[src/include/itc_pkg.sv]
// Shared constants and types of the two-wire bus control block.
// Assumes an 8-bit host port with three address lines and a 25 MHz clock.
package itc_pkg;
   // Host port selects; the control register sits at select 2
   localparam logic [2:0] ITC_A_CTRL = 3'h2;
   localparam logic [2:0] ITC_A_STAT = 3'h3;
   localparam logic [2:0] ITC_A_SRST = 3'h7;
   // Control register field positions
   localparam int ITC_B_IRQ = 7;
   localparam int ITC_B_ON = 6;
   localparam int ITC_B_BEGIN = 5;
   localparam int ITC_B_STOP = 4;
   localparam int ITC_B_FLAG = 3;
   localparam int ITC_B_ACK = 2;
   // Values after reset
   localparam logic [7:0] ITC_CTRL_RST = 8'h00;
   localparam logic [7:0] ITC_STAT_RST = 8'hF8;
   // Status codes
   localparam logic [7:0] ITC_S_START = 8'h08;
   localparam logic [7:0] ITC_S_RSTART = 8'h10;
   localparam logic [7:0] ITC_S_AW_ACK = 8'h18;
   localparam logic [7:0] ITC_S_AW_NAK = 8'h20;
   localparam logic [7:0] ITC_S_TX_ACK = 8'h28;
   localparam logic [7:0] ITC_S_TX_NAK = 8'h30;
   localparam logic [7:0] ITC_S_ARB = 8'h38;
   localparam logic [7:0] ITC_S_AR_ACK = 8'h40;
   localparam logic [7:0] ITC_S_AR_NAK = 8'h48;
   localparam logic [7:0] ITC_S_RX_ACK = 8'h50;
   localparam logic [7:0] ITC_S_RX_NAK = 8'h58;
   localparam logic [7:0] ITC_S_SW_ACK = 8'h60;
   localparam logic [7:0] ITC_S_GC_ACK = 8'h70;
   localparam logic [7:0] ITC_S_SRX_ACK = 8'h80;
   localparam logic [7:0] ITC_S_SRX_NAK = 8'h88;
   localparam logic [7:0] ITC_S_GRX_ACK = 8'h90;
   localparam logic [7:0] ITC_S_GRX_NAK = 8'h98;
   localparam logic [7:0] ITC_S_SSTOP = 8'hA0;
   localparam logic [7:0] ITC_S_SR_ACK = 8'hA8;
   localparam logic [7:0] ITC_S_STX_ACK = 8'hB8;
   localparam logic [7:0] ITC_S_STX_NAK = 8'hC0;
   localparam logic [7:0] ITC_S_SLAST = 8'hC8;
   localparam logic [7:0] ITC_S_NONE = 8'hF8;
   // First byte of a 10-bit address starts with this pattern
   localparam logic [4:0] ITC_TENB_PFX = 5'h1E;
   // Master clock half period, 100 kHz bus
   localparam int ITC_CLK_NS = 40;
   localparam int ITC_HALF_NS = 5000;
   localparam int ITC_HALF_CYC = (ITC_HALF_NS + ITC_CLK_NS - 1) / ITC_CLK_NS;
   // Controller states, Gray in the order listed
   typedef enum logic [2:0] {
      ITC_IDLE = 3'b000,
      ITC_START = 3'b001,
      ITC_BYTE = 3'b011,
      ITC_ACK = 3'b010,
      ITC_HOLD = 3'b110,
      ITC_STOP = 3'b111
   } itc_state_t;
   // One host port request
   typedef struct packed {
      logic wr;
      logic rd;
      logic [2:0] addr;
      logic [7:0] wdata;
   } itc_cpu_req_t;
endpackage : itc_pkg

[src/logic/itc_ctrl.sv]
// Two-wire bus controller: control/status registers,
// start/stop, byte engine, ack and stretch.
// Assumes open-drain pads; addresses and transmit byte
// come from neighbouring registers.
// Functional notes
// - Interrupt line high while flag set and interrupt allow bit is one.
// - Controller on: answer own slave address, general call if accepted.
// - Controller off: bus inputs ignored, no address answered.
// - Begin request starts master mode with START once bus free; writing 0 ignored.
// - Begin request while master after bytes sends a repeated START.
// - Begin request during slave access waits until the bus is released.
// - Begin request clears itself once START has been sent.
// - Stop request in master mode sends STOP on the bus.
// - Stop request in slave mode acts like a received STOP, nothing driven.
// - Begin and stop together: STOP first if master, then START.
// - Stop request clears itself after the stop action.
// - Flag set on entering every defined state except no-information F8h.
// - While flag set, clock line held low to suspend transfer, except after 38h and A0h.
// - Flag cleared: interrupt line low, clock line released.
// - Ack on 7-bit address or either 10-bit address byte when ack bit set.
// - Ack general call only when general call is accepted.
// - Ack each received data byte in master or slave mode while ack bit set.
// - Ack bit clear gives not-ack; slave transmitter ends via C8h then idle.
// - No slave response while ack bit is zero.
// - Clearing the flag returns status to F8h.
// - Software reset write returns idle, clears begin, stop and flag.
`timescale 1ns/10ps
`default_nettype none
module itc_ctrl #(
   parameter int FIFO_DEPTH = 32
) (
   // Clock and reset
   input wire logic clock,
   input wire logic sys_rst,
   // Host register port
   input wire itc_pkg::itc_cpu_req_t cpu_req,
   output logic [7:0] cpu_rdata,
   output logic interrupt_line,
   // Address settings
   input wire logic [6:0] slave_addr,
   input wire logic general_call_accept,
   input wire logic ext_addr_on,
   input wire logic [9:0] ext_addr,
   // Byte streams
   input wire logic [7:0] tx_byte,
   output logic rx_valid,
   output logic [7:0] rx_data,
   input wire logic rx_ready,
   // Two-wire bus pins
   input wire logic data_line_input,
   output logic data_line_out,
   output logic data_line_oe,
   input wire logic clock_line_input,
   output logic clock_line_out,
   output logic clock_line_oe
);
   import itc_pkg::*;

   typedef struct packed {
      itc_state_t st;
      logic irq_on, ctl_on, begin_req, stop_req, flag, ack_on;
      logic [7:0] status;
      logic [2:0] sda_sy, scl_sy;
      logic sda_f, scl_f, sda_p, scl_p;
      logic busy, master, slave, gcall, tenb, done;
      logic tx, rw, first, last, ack_in;
      logic [7:0] pend;
      logic [7:0] shreg;
      logic [3:0] cnt;
      logic [1:0] ph;
      logic [7:0] div;
      logic scl_oe, sda_oe, irq;
      logic [7:0] rdata;
   } itc_regs_t;

   itc_regs_t q;
   itc_regs_t n;
   logic rx_push;
   logic fifo_in_ready;

   // Pins are open drain: only the enables move
   assign data_line_out = 1'b0;
   assign clock_line_out = 1'b0;
   assign data_line_oe = q.sda_oe;
   assign clock_line_oe = q.scl_oe;
   assign interrupt_line = q.irq;
   assign cpu_rdata = q.rdata;

   // Received bytes wait here; a full FIFO stretches the clock
   itc_fifo #(
      .WIDTH(8),
      .DEPTH(FIFO_DEPTH)
   ) u_rx_fifo (
      .clock(clock),
      .sys_rst(sys_rst),
      .in_valid(rx_push),
      .in_data(q.shreg),
      .in_ready(fifo_in_ready),
      .out_valid(rx_valid),
      .out_data(rx_data),
      .out_ready(rx_ready)
   );

   // Next-state logic of the whole controller
   always_comb begin
      logic sda_v, scl_v, rise, fall, s_start, s_stop, m_tick;
      logic hw_set, ackd;
      logic [7:0] hw_code, ctrl;
      sda_v = 1'b1;
      scl_v = 1'b1;
      hw_set = 1'b0;
      hw_code = ITC_S_NONE;
      ctrl = ITC_CTRL_RST;
      n = q;
      rx_push = 1'b0;
      // Three stages; a change counts once stages two and three agree
      n.sda_sy = {q.sda_sy[1:0], data_line_input};
      n.scl_sy = {q.scl_sy[1:0], clock_line_input};
      if (q.sda_sy[1] == q.sda_sy[2]) begin
         n.sda_f = q.sda_sy[2];
      end
      if (q.scl_sy[1] == q.scl_sy[2]) begin
         n.scl_f = q.scl_sy[2];
      end
      // A disabled controller sees an idle bus
      sda_v = q.sda_f | ~q.ctl_on;
      scl_v = q.scl_f | ~q.ctl_on;
      n.sda_p = sda_v;
      n.scl_p = scl_v;
      rise = scl_v & ~q.scl_p;
      fall = ~scl_v & q.scl_p;
      s_start = scl_v & q.scl_p & q.sda_p & ~sda_v;
      s_stop = scl_v & q.scl_p & ~q.sda_p & sda_v;
      ackd = q.ack_on;
      // Half-period enable for the master clock
      m_tick = (q.div == 8'h00);
      n.div = m_tick ? 8'(ITC_HALF_CYC - 1) : q.div - 8'h01;
      if (s_start) begin
         n.busy = 1'b1;
      end
      if (s_stop) begin
         n.busy = 1'b0;
      end

      // Master clock toggling; a slave stretching low holds the high phase
      if (q.master && (q.st == ITC_BYTE || q.st == ITC_ACK) && m_tick) begin
         if (q.scl_oe) begin
            n.scl_oe = 1'b0;
         end else if (scl_v) begin
            n.scl_oe = 1'b1;
         end
      end

      unique case (q.st)
         ITC_IDLE: begin
            n.scl_oe = 1'b0;
            n.sda_oe = 1'b0;
            n.stop_req = 1'b0;
            if (q.begin_req && !q.busy && q.ctl_on) begin
               n.st = ITC_START;
               n.ph = 2'd0;
            end else if (s_start) begin
               n.st = ITC_BYTE;
               n.first = 1'b1;
               n.tenb = 1'b0;
               n.tx = 1'b0;
               n.cnt = 4'd0;
            end
         end
         ITC_START: begin
            // Release data, release clock, pull data under high clock, then clock
            if (m_tick) begin
               unique case (q.ph)
                  2'd0: begin
                     n.sda_oe = 1'b0;
                     n.ph = 2'd1;
                  end
                  2'd1: begin
                     n.scl_oe = 1'b0;
                     n.ph = 2'd2;
                  end
                  2'd2: begin
                     if (scl_v) begin
                        n.sda_oe = 1'b1;
                        n.ph = 2'd3;
                     end
                  end
                  2'd3: begin
                     n.scl_oe = 1'b1;
                     n.begin_req = 1'b0;
                     hw_set = 1'b1;
                     hw_code = q.master ? ITC_S_RSTART : ITC_S_START;
                     n.master = 1'b1;
                     n.slave = 1'b0;
                     n.first = 1'b1;
                     n.tx = 1'b1;
                     n.st = ITC_HOLD;
                  end
               endcase
            end
         end
         ITC_BYTE: begin
            if (rise && q.cnt != 4'd8) begin
               n.shreg = {q.shreg[6:0], sda_v};
               n.cnt = q.cnt + 4'd1;
               // Sent a one but the bus shows zero: another master won
               if (q.master && q.tx && !q.sda_oe && !sda_v) begin
                  n.master = 1'b0;
                  n.scl_oe = 1'b0;
                  n.st = ITC_IDLE;
                  hw_set = 1'b1;
                  hw_code = ITC_S_ARB;
               end
            end else if (q.cnt == 4'd8 && !scl_v) begin
               if (!q.tx && !q.first && !fifo_in_ready) begin
                  n.scl_oe = 1'b1;
               end else begin
                  n.st = ITC_ACK;
                  if (!q.master) begin
                     n.scl_oe = 1'b0;
                  end
                  if (q.tx) begin
                     n.sda_oe = 1'b0;
                  end else if (!q.first) begin
                     rx_push = 1'b1;
                     n.sda_oe = ackd;
                     if (q.master) begin
                        n.pend = ackd ? ITC_S_RX_ACK : ITC_S_RX_NAK;
                     end else if (q.gcall) begin
                        n.pend = ackd ? ITC_S_GRX_ACK : ITC_S_GRX_NAK;
                     end else begin
                        n.pend = ackd ? ITC_S_SRX_ACK : ITC_S_SRX_NAK;
                     end
                  end else if (ackd && !q.tenb && q.shreg[7:1] == slave_addr) begin
                     n.sda_oe = 1'b1;
                     n.slave = 1'b1;
                     n.gcall = 1'b0;
                     n.rw = q.shreg[0];
                     n.pend = q.shreg[0] ? ITC_S_SR_ACK : ITC_S_SW_ACK;
                  end else if (ackd && q.shreg == 8'h00 && general_call_accept) begin
                     n.sda_oe = 1'b1;
                     n.slave = 1'b1;
                     n.gcall = 1'b1;
                     n.rw = 1'b0;
                     n.pend = ITC_S_GC_ACK;
                  end else if (ackd && ext_addr_on && !q.tenb
                     && q.shreg[7:3] == ITC_TENB_PFX && q.shreg[2:1] == ext_addr[9:8]) begin
                     n.sda_oe = 1'b1;
                     n.tenb = 1'b1;
                     n.rw = q.shreg[0];
                  end else if (ackd && q.tenb && q.shreg == ext_addr[7:0]) begin
                     n.sda_oe = 1'b1;
                     n.slave = 1'b1;
                     n.gcall = 1'b0;
                     n.pend = q.rw ? ITC_S_SR_ACK : ITC_S_SW_ACK;
                  end else begin
                     // Not for us: wait for the next START
                     n.st = ITC_IDLE;
                  end
               end
            end else if (fall && q.tx) begin
               n.sda_oe = ~q.shreg[7];
            end
         end
         ITC_ACK: begin
            if (rise) begin
               n.ack_in = ~sda_v;
            end
            if (fall) begin
               n.sda_oe = 1'b0;
               n.cnt = 4'd0;
               if (q.tenb && !q.slave) begin
                  n.st = ITC_BYTE;
               end else begin
                  n.st = ITC_HOLD;
                  n.scl_oe = 1'b1;
                  hw_set = 1'b1;
                  hw_code = q.pend;
                  n.first = 1'b0;
                  if (q.master && q.first) begin
                     hw_code = q.shreg[0] ? (q.ack_in ? ITC_S_AR_ACK : ITC_S_AR_NAK)
                        : (q.ack_in ? ITC_S_AW_ACK : ITC_S_AW_NAK);
                     n.tx = ~q.shreg[0];
                  end else if (q.master && q.tx) begin
                     hw_code = q.ack_in ? ITC_S_TX_ACK : ITC_S_TX_NAK;
                  end else if (q.tx) begin
                     hw_code = !q.ack_in ? ITC_S_STX_NAK
                        : (q.last ? ITC_S_SLAST : ITC_S_STX_ACK);
                     n.done = ~q.ack_in | q.last;
                  end else if (!q.master) begin
                     n.tx = q.rw;
                  end
               end
            end
         end
         ITC_HOLD: begin
            n.scl_oe = 1'b1;
            if (!q.flag) begin
               if (q.stop_req && q.master) begin
                  n.st = ITC_STOP;
                  n.ph = 2'd0;
               end else if (q.stop_req || q.done) begin
                  n.stop_req = 1'b0;
                  n.slave = 1'b0;
                  n.done = 1'b0;
                  n.scl_oe = 1'b0;
                  n.st = ITC_IDLE;
               end else if (q.begin_req && q.master) begin
                  n.st = ITC_START;
                  n.ph = 2'd0;
               end else begin
                  n.st = ITC_BYTE;
                  n.cnt = 4'd0;
                  // Master keeps the clock low; its own toggling releases it
                  if (!q.master) begin
                     n.scl_oe = 1'b0;
                  end
                  if (q.tx) begin
                     n.shreg = tx_byte;
                     n.sda_oe = ~tx_byte[7];
                     n.last = ~q.ack_on;
                  end
               end
            end
         end
         ITC_STOP: begin
            // Data low under low clock, release clock, then release data
            if (m_tick) begin
               unique case (q.ph)
                  2'd0: begin
                     n.sda_oe = 1'b1;
                     n.ph = 2'd1;
                  end
                  2'd1: begin
                     n.scl_oe = 1'b0;
                     n.ph = 2'd2;
                  end
                  2'd2: begin
                     if (scl_v) begin
                        n.ph = 2'd3;
                     end
                  end
                  2'd3: begin
                     n.sda_oe = 1'b0;
                     n.master = 1'b0;
                     n.stop_req = 1'b0;
                     n.st = ITC_IDLE;
                  end
               endcase
            end
         end
      endcase

      // START or STOP from another master ends any slave or listening phase
      if (!q.master && q.st != ITC_IDLE && q.st != ITC_START && (s_start || s_stop)) begin
         if (q.slave) begin
            hw_set = 1'b1;
            hw_code = ITC_S_SSTOP;
         end
         n.slave = 1'b0;
         n.done = 1'b0;
         n.sda_oe = 1'b0;
         n.scl_oe = 1'b0;
         n.first = 1'b1;
         n.tenb = 1'b0;
         n.tx = 1'b0;
         n.cnt = 4'd0;
         n.st = s_start ? ITC_BYTE : ITC_IDLE;
      end

      // Host writes; an event in the same cycle wins over a clear
      if (cpu_req.wr && cpu_req.addr == ITC_A_CTRL) begin
         n.irq_on = cpu_req.wdata[ITC_B_IRQ];
         n.ctl_on = cpu_req.wdata[ITC_B_ON];
         n.ack_on = cpu_req.wdata[ITC_B_ACK];
         if (cpu_req.wdata[ITC_B_BEGIN]) begin
            n.begin_req = 1'b1;
         end
         if (cpu_req.wdata[ITC_B_STOP]) begin
            n.stop_req = 1'b1;
         end
         if (!cpu_req.wdata[ITC_B_FLAG]) begin
            n.flag = 1'b0;
         end
      end
      if (hw_set) begin
         n.flag = 1'b1;
         n.status = hw_code;
      end
      // Any write to the reset location aborts the bus activity
      if (cpu_req.wr && cpu_req.addr == ITC_A_SRST) begin
         n.st = ITC_IDLE;
         n.begin_req = 1'b0;
         n.stop_req = 1'b0;
         n.flag = 1'b0;
         n.master = 1'b0;
         n.slave = 1'b0;
         n.done = 1'b0;
         n.tenb = 1'b0;
         n.sda_oe = 1'b0;
         n.scl_oe = 1'b0;
      end
      if (!n.flag) begin
         n.status = ITC_S_NONE;
      end
      n.irq = n.irq_on & n.flag;

      // Host reads, answered on the next edge
      ctrl[ITC_B_IRQ] = q.irq_on;
      ctrl[ITC_B_ON] = q.ctl_on;
      ctrl[ITC_B_BEGIN] = q.begin_req;
      ctrl[ITC_B_STOP] = q.stop_req;
      ctrl[ITC_B_FLAG] = q.flag;
      ctrl[ITC_B_ACK] = q.ack_on;
      if (cpu_req.rd) begin
         if (cpu_req.addr == ITC_A_CTRL) begin
            n.rdata = ctrl;
         end else if (cpu_req.addr == ITC_A_STAT) begin
            n.rdata = q.status;
         end else begin
            n.rdata = 8'h00;
         end
      end
   end

   // State register; the bus idles high so line history starts high
   always_ff @(posedge clock or posedge sys_rst) begin
      if (sys_rst) begin
         q <= '0;
         q.status <= ITC_STAT_RST;
         q.sda_sy <= 3'h7;
         q.scl_sy <= 3'h7;
         q.sda_f <= 1'b1;
         q.scl_f <= 1'b1;
         q.sda_p <= 1'b1;
         q.scl_p <= 1'b1;
      end else begin
         q <= n;
      end
   end
endmodule : itc_ctrl
`default_nettype wire

[src/logic/itc_fifo.sv]
// Receive byte FIFO with a registered output stage.
// Assumes one clock; holds DEPTH words plus one in the output register.
`timescale 1ns/10ps
`default_nettype none
module itc_fifo #(
   parameter int WIDTH = 8,
   parameter int DEPTH = 32
) (
   // Clock and reset
   input wire logic clock,
   input wire logic sys_rst,
   // Filling side
   input wire logic in_valid,
   input wire logic [WIDTH-1:0] in_data,
   output logic in_ready,
   // Draining side
   output logic out_valid,
   output logic [WIDTH-1:0] out_data,
   input wire logic out_ready
);
   localparam int AW = $clog2(DEPTH);
   localparam int CW = $clog2(DEPTH + 1);
   typedef struct packed {
      logic [DEPTH-1:0][WIDTH-1:0] mem;
      logic [AW-1:0] wr;
      logic [AW-1:0] rd;
      logic [CW-1:0] cnt;
      logic ov;
      logic [WIDTH-1:0] od;
   } itc_fifo_regs_t;
   itc_fifo_regs_t q;
   itc_fifo_regs_t n;
   logic push;
   logic pull;

   // Ready and output data come from flops only
   assign in_ready = (q.cnt != CW'(DEPTH));
   assign out_valid = q.ov;
   assign out_data = q.od;

   // Output register refills from memory whenever it empties or is taken
   always_comb begin
      n = q;
      push = in_valid & in_ready;
      pull = (q.cnt != '0) & (~q.ov | out_ready);
      if (out_ready) begin
         n.ov = 1'b0;
      end
      if (pull) begin
         n.ov = 1'b1;
         n.od = q.mem[q.rd];
         n.rd = (q.rd == AW'(DEPTH - 1)) ? '0 : q.rd + AW'(1);
      end
      if (push) begin
         n.mem[q.wr] = in_data;
         n.wr = (q.wr == AW'(DEPTH - 1)) ? '0 : q.wr + AW'(1);
      end
      n.cnt = q.cnt + CW'(push) - CW'(pull);
   end

   // State register
   always_ff @(posedge clock or posedge sys_rst) begin
      if (sys_rst) begin
         q <= '0;
      end else begin
         q <= n;
      end
   end
endmodule : itc_fifo
`default_nettype wire

[config.mk]
export PLATFORM = sky130hd
export DESIGN_NAME = itc_ctrl
export DESIGN_NICKNAME = d
export VERILOG_FILES = /design/src/include/itc_pkg.sv /design/src/logic/itc_ctrl.sv /design/src/logic/itc_fifo.sv
export SDC_FILE = /design/constraint.sdc
export NUM_CORES = 1
export LEC_CHECK = 0
export BUFFER_PORTS_ARGS = -buffer_cell sky130_fd_sc_hd__buf_2
export CORE_UTILIZATION = 30
export DETAILED_ROUTE_END_ITERATION = 8
export HOLD_SLACK_MARGIN = 0.06
export SLEW_MARGIN = 30
export SYNTH_ARGS = -nofsm -noshare
export SYNTH_HDL_FRONTEND = slang
export SYNTH_SLANG_ARGS = --single-unit
[constraint.sdc]
create_clock -name clock -period 14.35 [get_ports clock]
set_input_delay 0.7175 -clock clock [delete_from_list [all_inputs] [get_ports clock]]
set_output_delay 0.7175 -clock clock [all_outputs]
set_load 0.005 [all_outputs]
==> qor.csv <==
stage,metric,value,unit
worst_setup_path,path_class,reg -> reg,
worst_setup_path,reg2reg_from,q[74],
cells_and_area,fin_nets,1472,
synthesis,yosysWarningCount,0,
die,core.rowCount,88,
sta,setup_tns,0,ns
die,ios,67,
route,drt_iter0_markers,735,
synthesis,synth-main-ff-cell,dfrtp_1,
sta,worstMarginPinSlew,0.957,ns
worst_setup_path,worstReg2RegEnd,u_rx_fifo.q[216],
place,port_buffers,60,
sta,fmax,269,MHz
clocking,tritoncts,built,
synthesis,synth_edf_count,0,
clocking,postCtsSetupBuffers,0,
power_and_ir_drop,power_density,150,nW/um^2
sta,hold_viol,0,
clocking,cts_resized,0,
worst_hold_path,hold_class,in -> reg,
run,drv_cap,0,
worst_setup_path,r2r_setup_slack,10.64,ns
sta,rsz0062_at_grt,no,
synthesis,synth_commonest_cells,"dfrtp_1, mux2_2, mux4_2, nand2_1, o21ai_0",
clocking,numCtsBuffers,40,
sta,fin_crit,3.71,ns
synthesis,synth_top_cell_by_area,dfrtp_1,
sta,timing.final.ws_setup,10.64,ns
clocking,cts.sinks,352,
synthesis,synthArstFlopShare,100,%
global_route,grt_pass1_wl,68100,um
synthesis,ys_seq_elements,352,
place,placed_cells,2121,
global_route,antenna_found_initial,0,
synthesis,syn_area,17600,sq um
route,route.final.wire_length,42900,um
sta,setup_viol,0,
synthesis,ys_seq_area_share,50.2,%
clocking,hold_buffers,0,
cells_and_area,drive_above_1_share,32.0,%
worst_hold_path,min_path_cells,1,
route,drc,0,
worst_hold_path,hold_end,n[60],
place,dp.final_hpwl,28200,um
clocking,clockBufferDepth,3,
synthesis,synth.most_common_cell,dfrtp_1,
worst_setup_path,worst_ep_arrival_time,4.14,ns
global_route,grt.overflow.total,0,
die,die_h,244,um
cells_and_area,final_cells,2191,
place,gp_congestion,0.900,
cells_and_area,syn2layout_area_growth,13.1,%
power_and_ir_drop,peakVddDrop,0.123,mV
die,start_util,30.4,%
die,die-area,59500,sq um
worst_hold_path,hp-start,data_line_input,
clocking,root_buffer,clkbuf_16,
sta,slew_headroom,36.2,%
synthesis,yosysUniqueCellTypes,71,
cells_and_area,final_cell_area,19900,sq um
route,num_vias,11300,
outcome,status,finished clean,
worst_setup_path,worst_ep_required_time,14.78,ns
synthesis,postSynthAreaPerCell,12.7,sq um
worst_setup_path,setup.worst_path.end_class,flop,
worst_setup_path,startpoint_type,flop,
route,ant_nets,0,
synthesis,yosysTopAreaCellShare,48.0,%
route,via_per_inst,5.15,
worst_setup_path,crit_fanout,34,
cells_and_area,num_antenna_cells,0,
die,die_w,244,um
synthesis,synthCells,1388,
power_and_ir_drop,finalPower,2980,uW
route,wl_per_cell,19.6,um
clocking,clk_latency,0.56,ns
place,pre_cts_slack,10.67,ns
global_route,grt_pass1_vias,11600,
sta,slew_violations,0,
clocking,clk_pin_slew,0.06,ns
cells_and_area,fillers,5624,
worst_setup_path,r2r_cells,7,
global_route,grt_usage,14.6,%
die,coreArea,57800,sq um
place,dpl-instance-area,18500,sq um
synthesis,synth_area_leaders,"dfrtp_1, mux2_2, mux4_2, mux2_1, dfstp_2",
sta,min_period_over_period,25.9,%
route,dr.pass1.iters,7,
global_route,grt_max_degree,174,
sta,finClkSkew,0.0212,ns
clocking,htree_levels,2,
power_and_ir_drop,leakage,0.00909,uW
-- worst max path at each step --
stage                  endpoint    start
2_1_floorplan     clock_line_oe  sys_rst
3_3_place_gp   u_rx_fifo.q[184]    q[74]
3_5_place_dp   u_rx_fifo.q[179]    q[74]
4_1_cts        u_rx_fifo.q[179]    q[74]
5_1_grt        u_rx_fifo.q[177]    q[74]
6_report       u_rx_fifo.q[216]    q[74]
-- report_power, final --
| group | total, uW | switching (uW) | internal, uW | leakage (uW) |
|---|---|---|---|---|
| Clock | 1030 | 410 | 618 | 0.000657 |
| Combinational | 736 | 457 | 279 | 0.00369 |
| Sequential | 1210 | 157 | 1060 | 0.00474 |
| Total | 2980 | 1020 | 1950 | 0.00909 |
-- kinds of logic (layout without fill, tap and decap cells) --
family | count (synthesis) | count (layout) | synth area share [%]
DFF | 352 | 352 | 50.2
muxes | 347 | 347 | 27.2
and+or+nand+nor | 290 | 290 | 8.85
AOI/OAI and AO/OA | 196 | 196 | 6.64
buffers and inverters | 147 | 182 | 3.66
adders and majority gates | 30 | 30 | 2.15
xor gates and xnor gates | 25 | 25 | 1.25
other | 1 | 4 | 0.0213
-- stage by stage --
stage | util (%) | hold WS, ns
2_1_floorplan | - | 0.345
3_3_place_gp | 32.0 | 0.348
3_5_place_dp | 32.0 | 0.348
4_1_cts | 34.3 | 0.230
5_1_grt | 34.4 | 0.245
6_report | 34.4 | 0.263
-- flip-flops by register name (all words and copies together), names as in the netlist --
name	flops
n	4
clock_line_oe	1
u_rx_fifo.out_data	8
u_rx_fifo.out_valid	1
u_rx_fifo.q	272
interrupt_line	1
q	58
cpu_rdata	6
data_line_oe	1
-- layout by cell type, fill, tap and decap left out, types with 15 or more instances in the layout --
master	n
inv_1	32
dfstp_2	15
dfrtp_1	334
ha_1	27
a21oi_1	51
mux2_2	181
clkbuf_16	41
buf_2	60
mux2_1	63
mux4_2	80
mux2i_1	23
nand2_1	79
o21ai_0	75
nor2_1	56
nand3_1	31
nand3_2	17
-- layer usage --
metal  share of wire, %  GRT usage, %
met5                  0             0
met2                 46          23.3
met1                 45          19.8
met4                2.5          4.69
met3                5.6          2.97
-- critical path, stage by stage (launching register included) --
cell	delay [ns]
dfrtp_1	0.51
nor2b_1	0.76
nand3_2	0.29
nor4_4	0.26
buf_4	0.43
and2_1	0.59
nand2_2	0.33
mux2_1	0.39
-- area by class of cell --
cell class | count | area (sq um) | share of cell area, %
multi-input combinational | 892 | 8140 | 40.9
timing repair buffer | 77 | 464 | 2.34
clock buffer | 61 | 1210 | 6.09
sequential | 352 | 8830 | 44.5
tap | 765 | 957 | 4.82
clock inverter | 8 | 126 | 0.636
inverter | 36 | 143 | 0.718
Power figures use the tool's default switching activity.
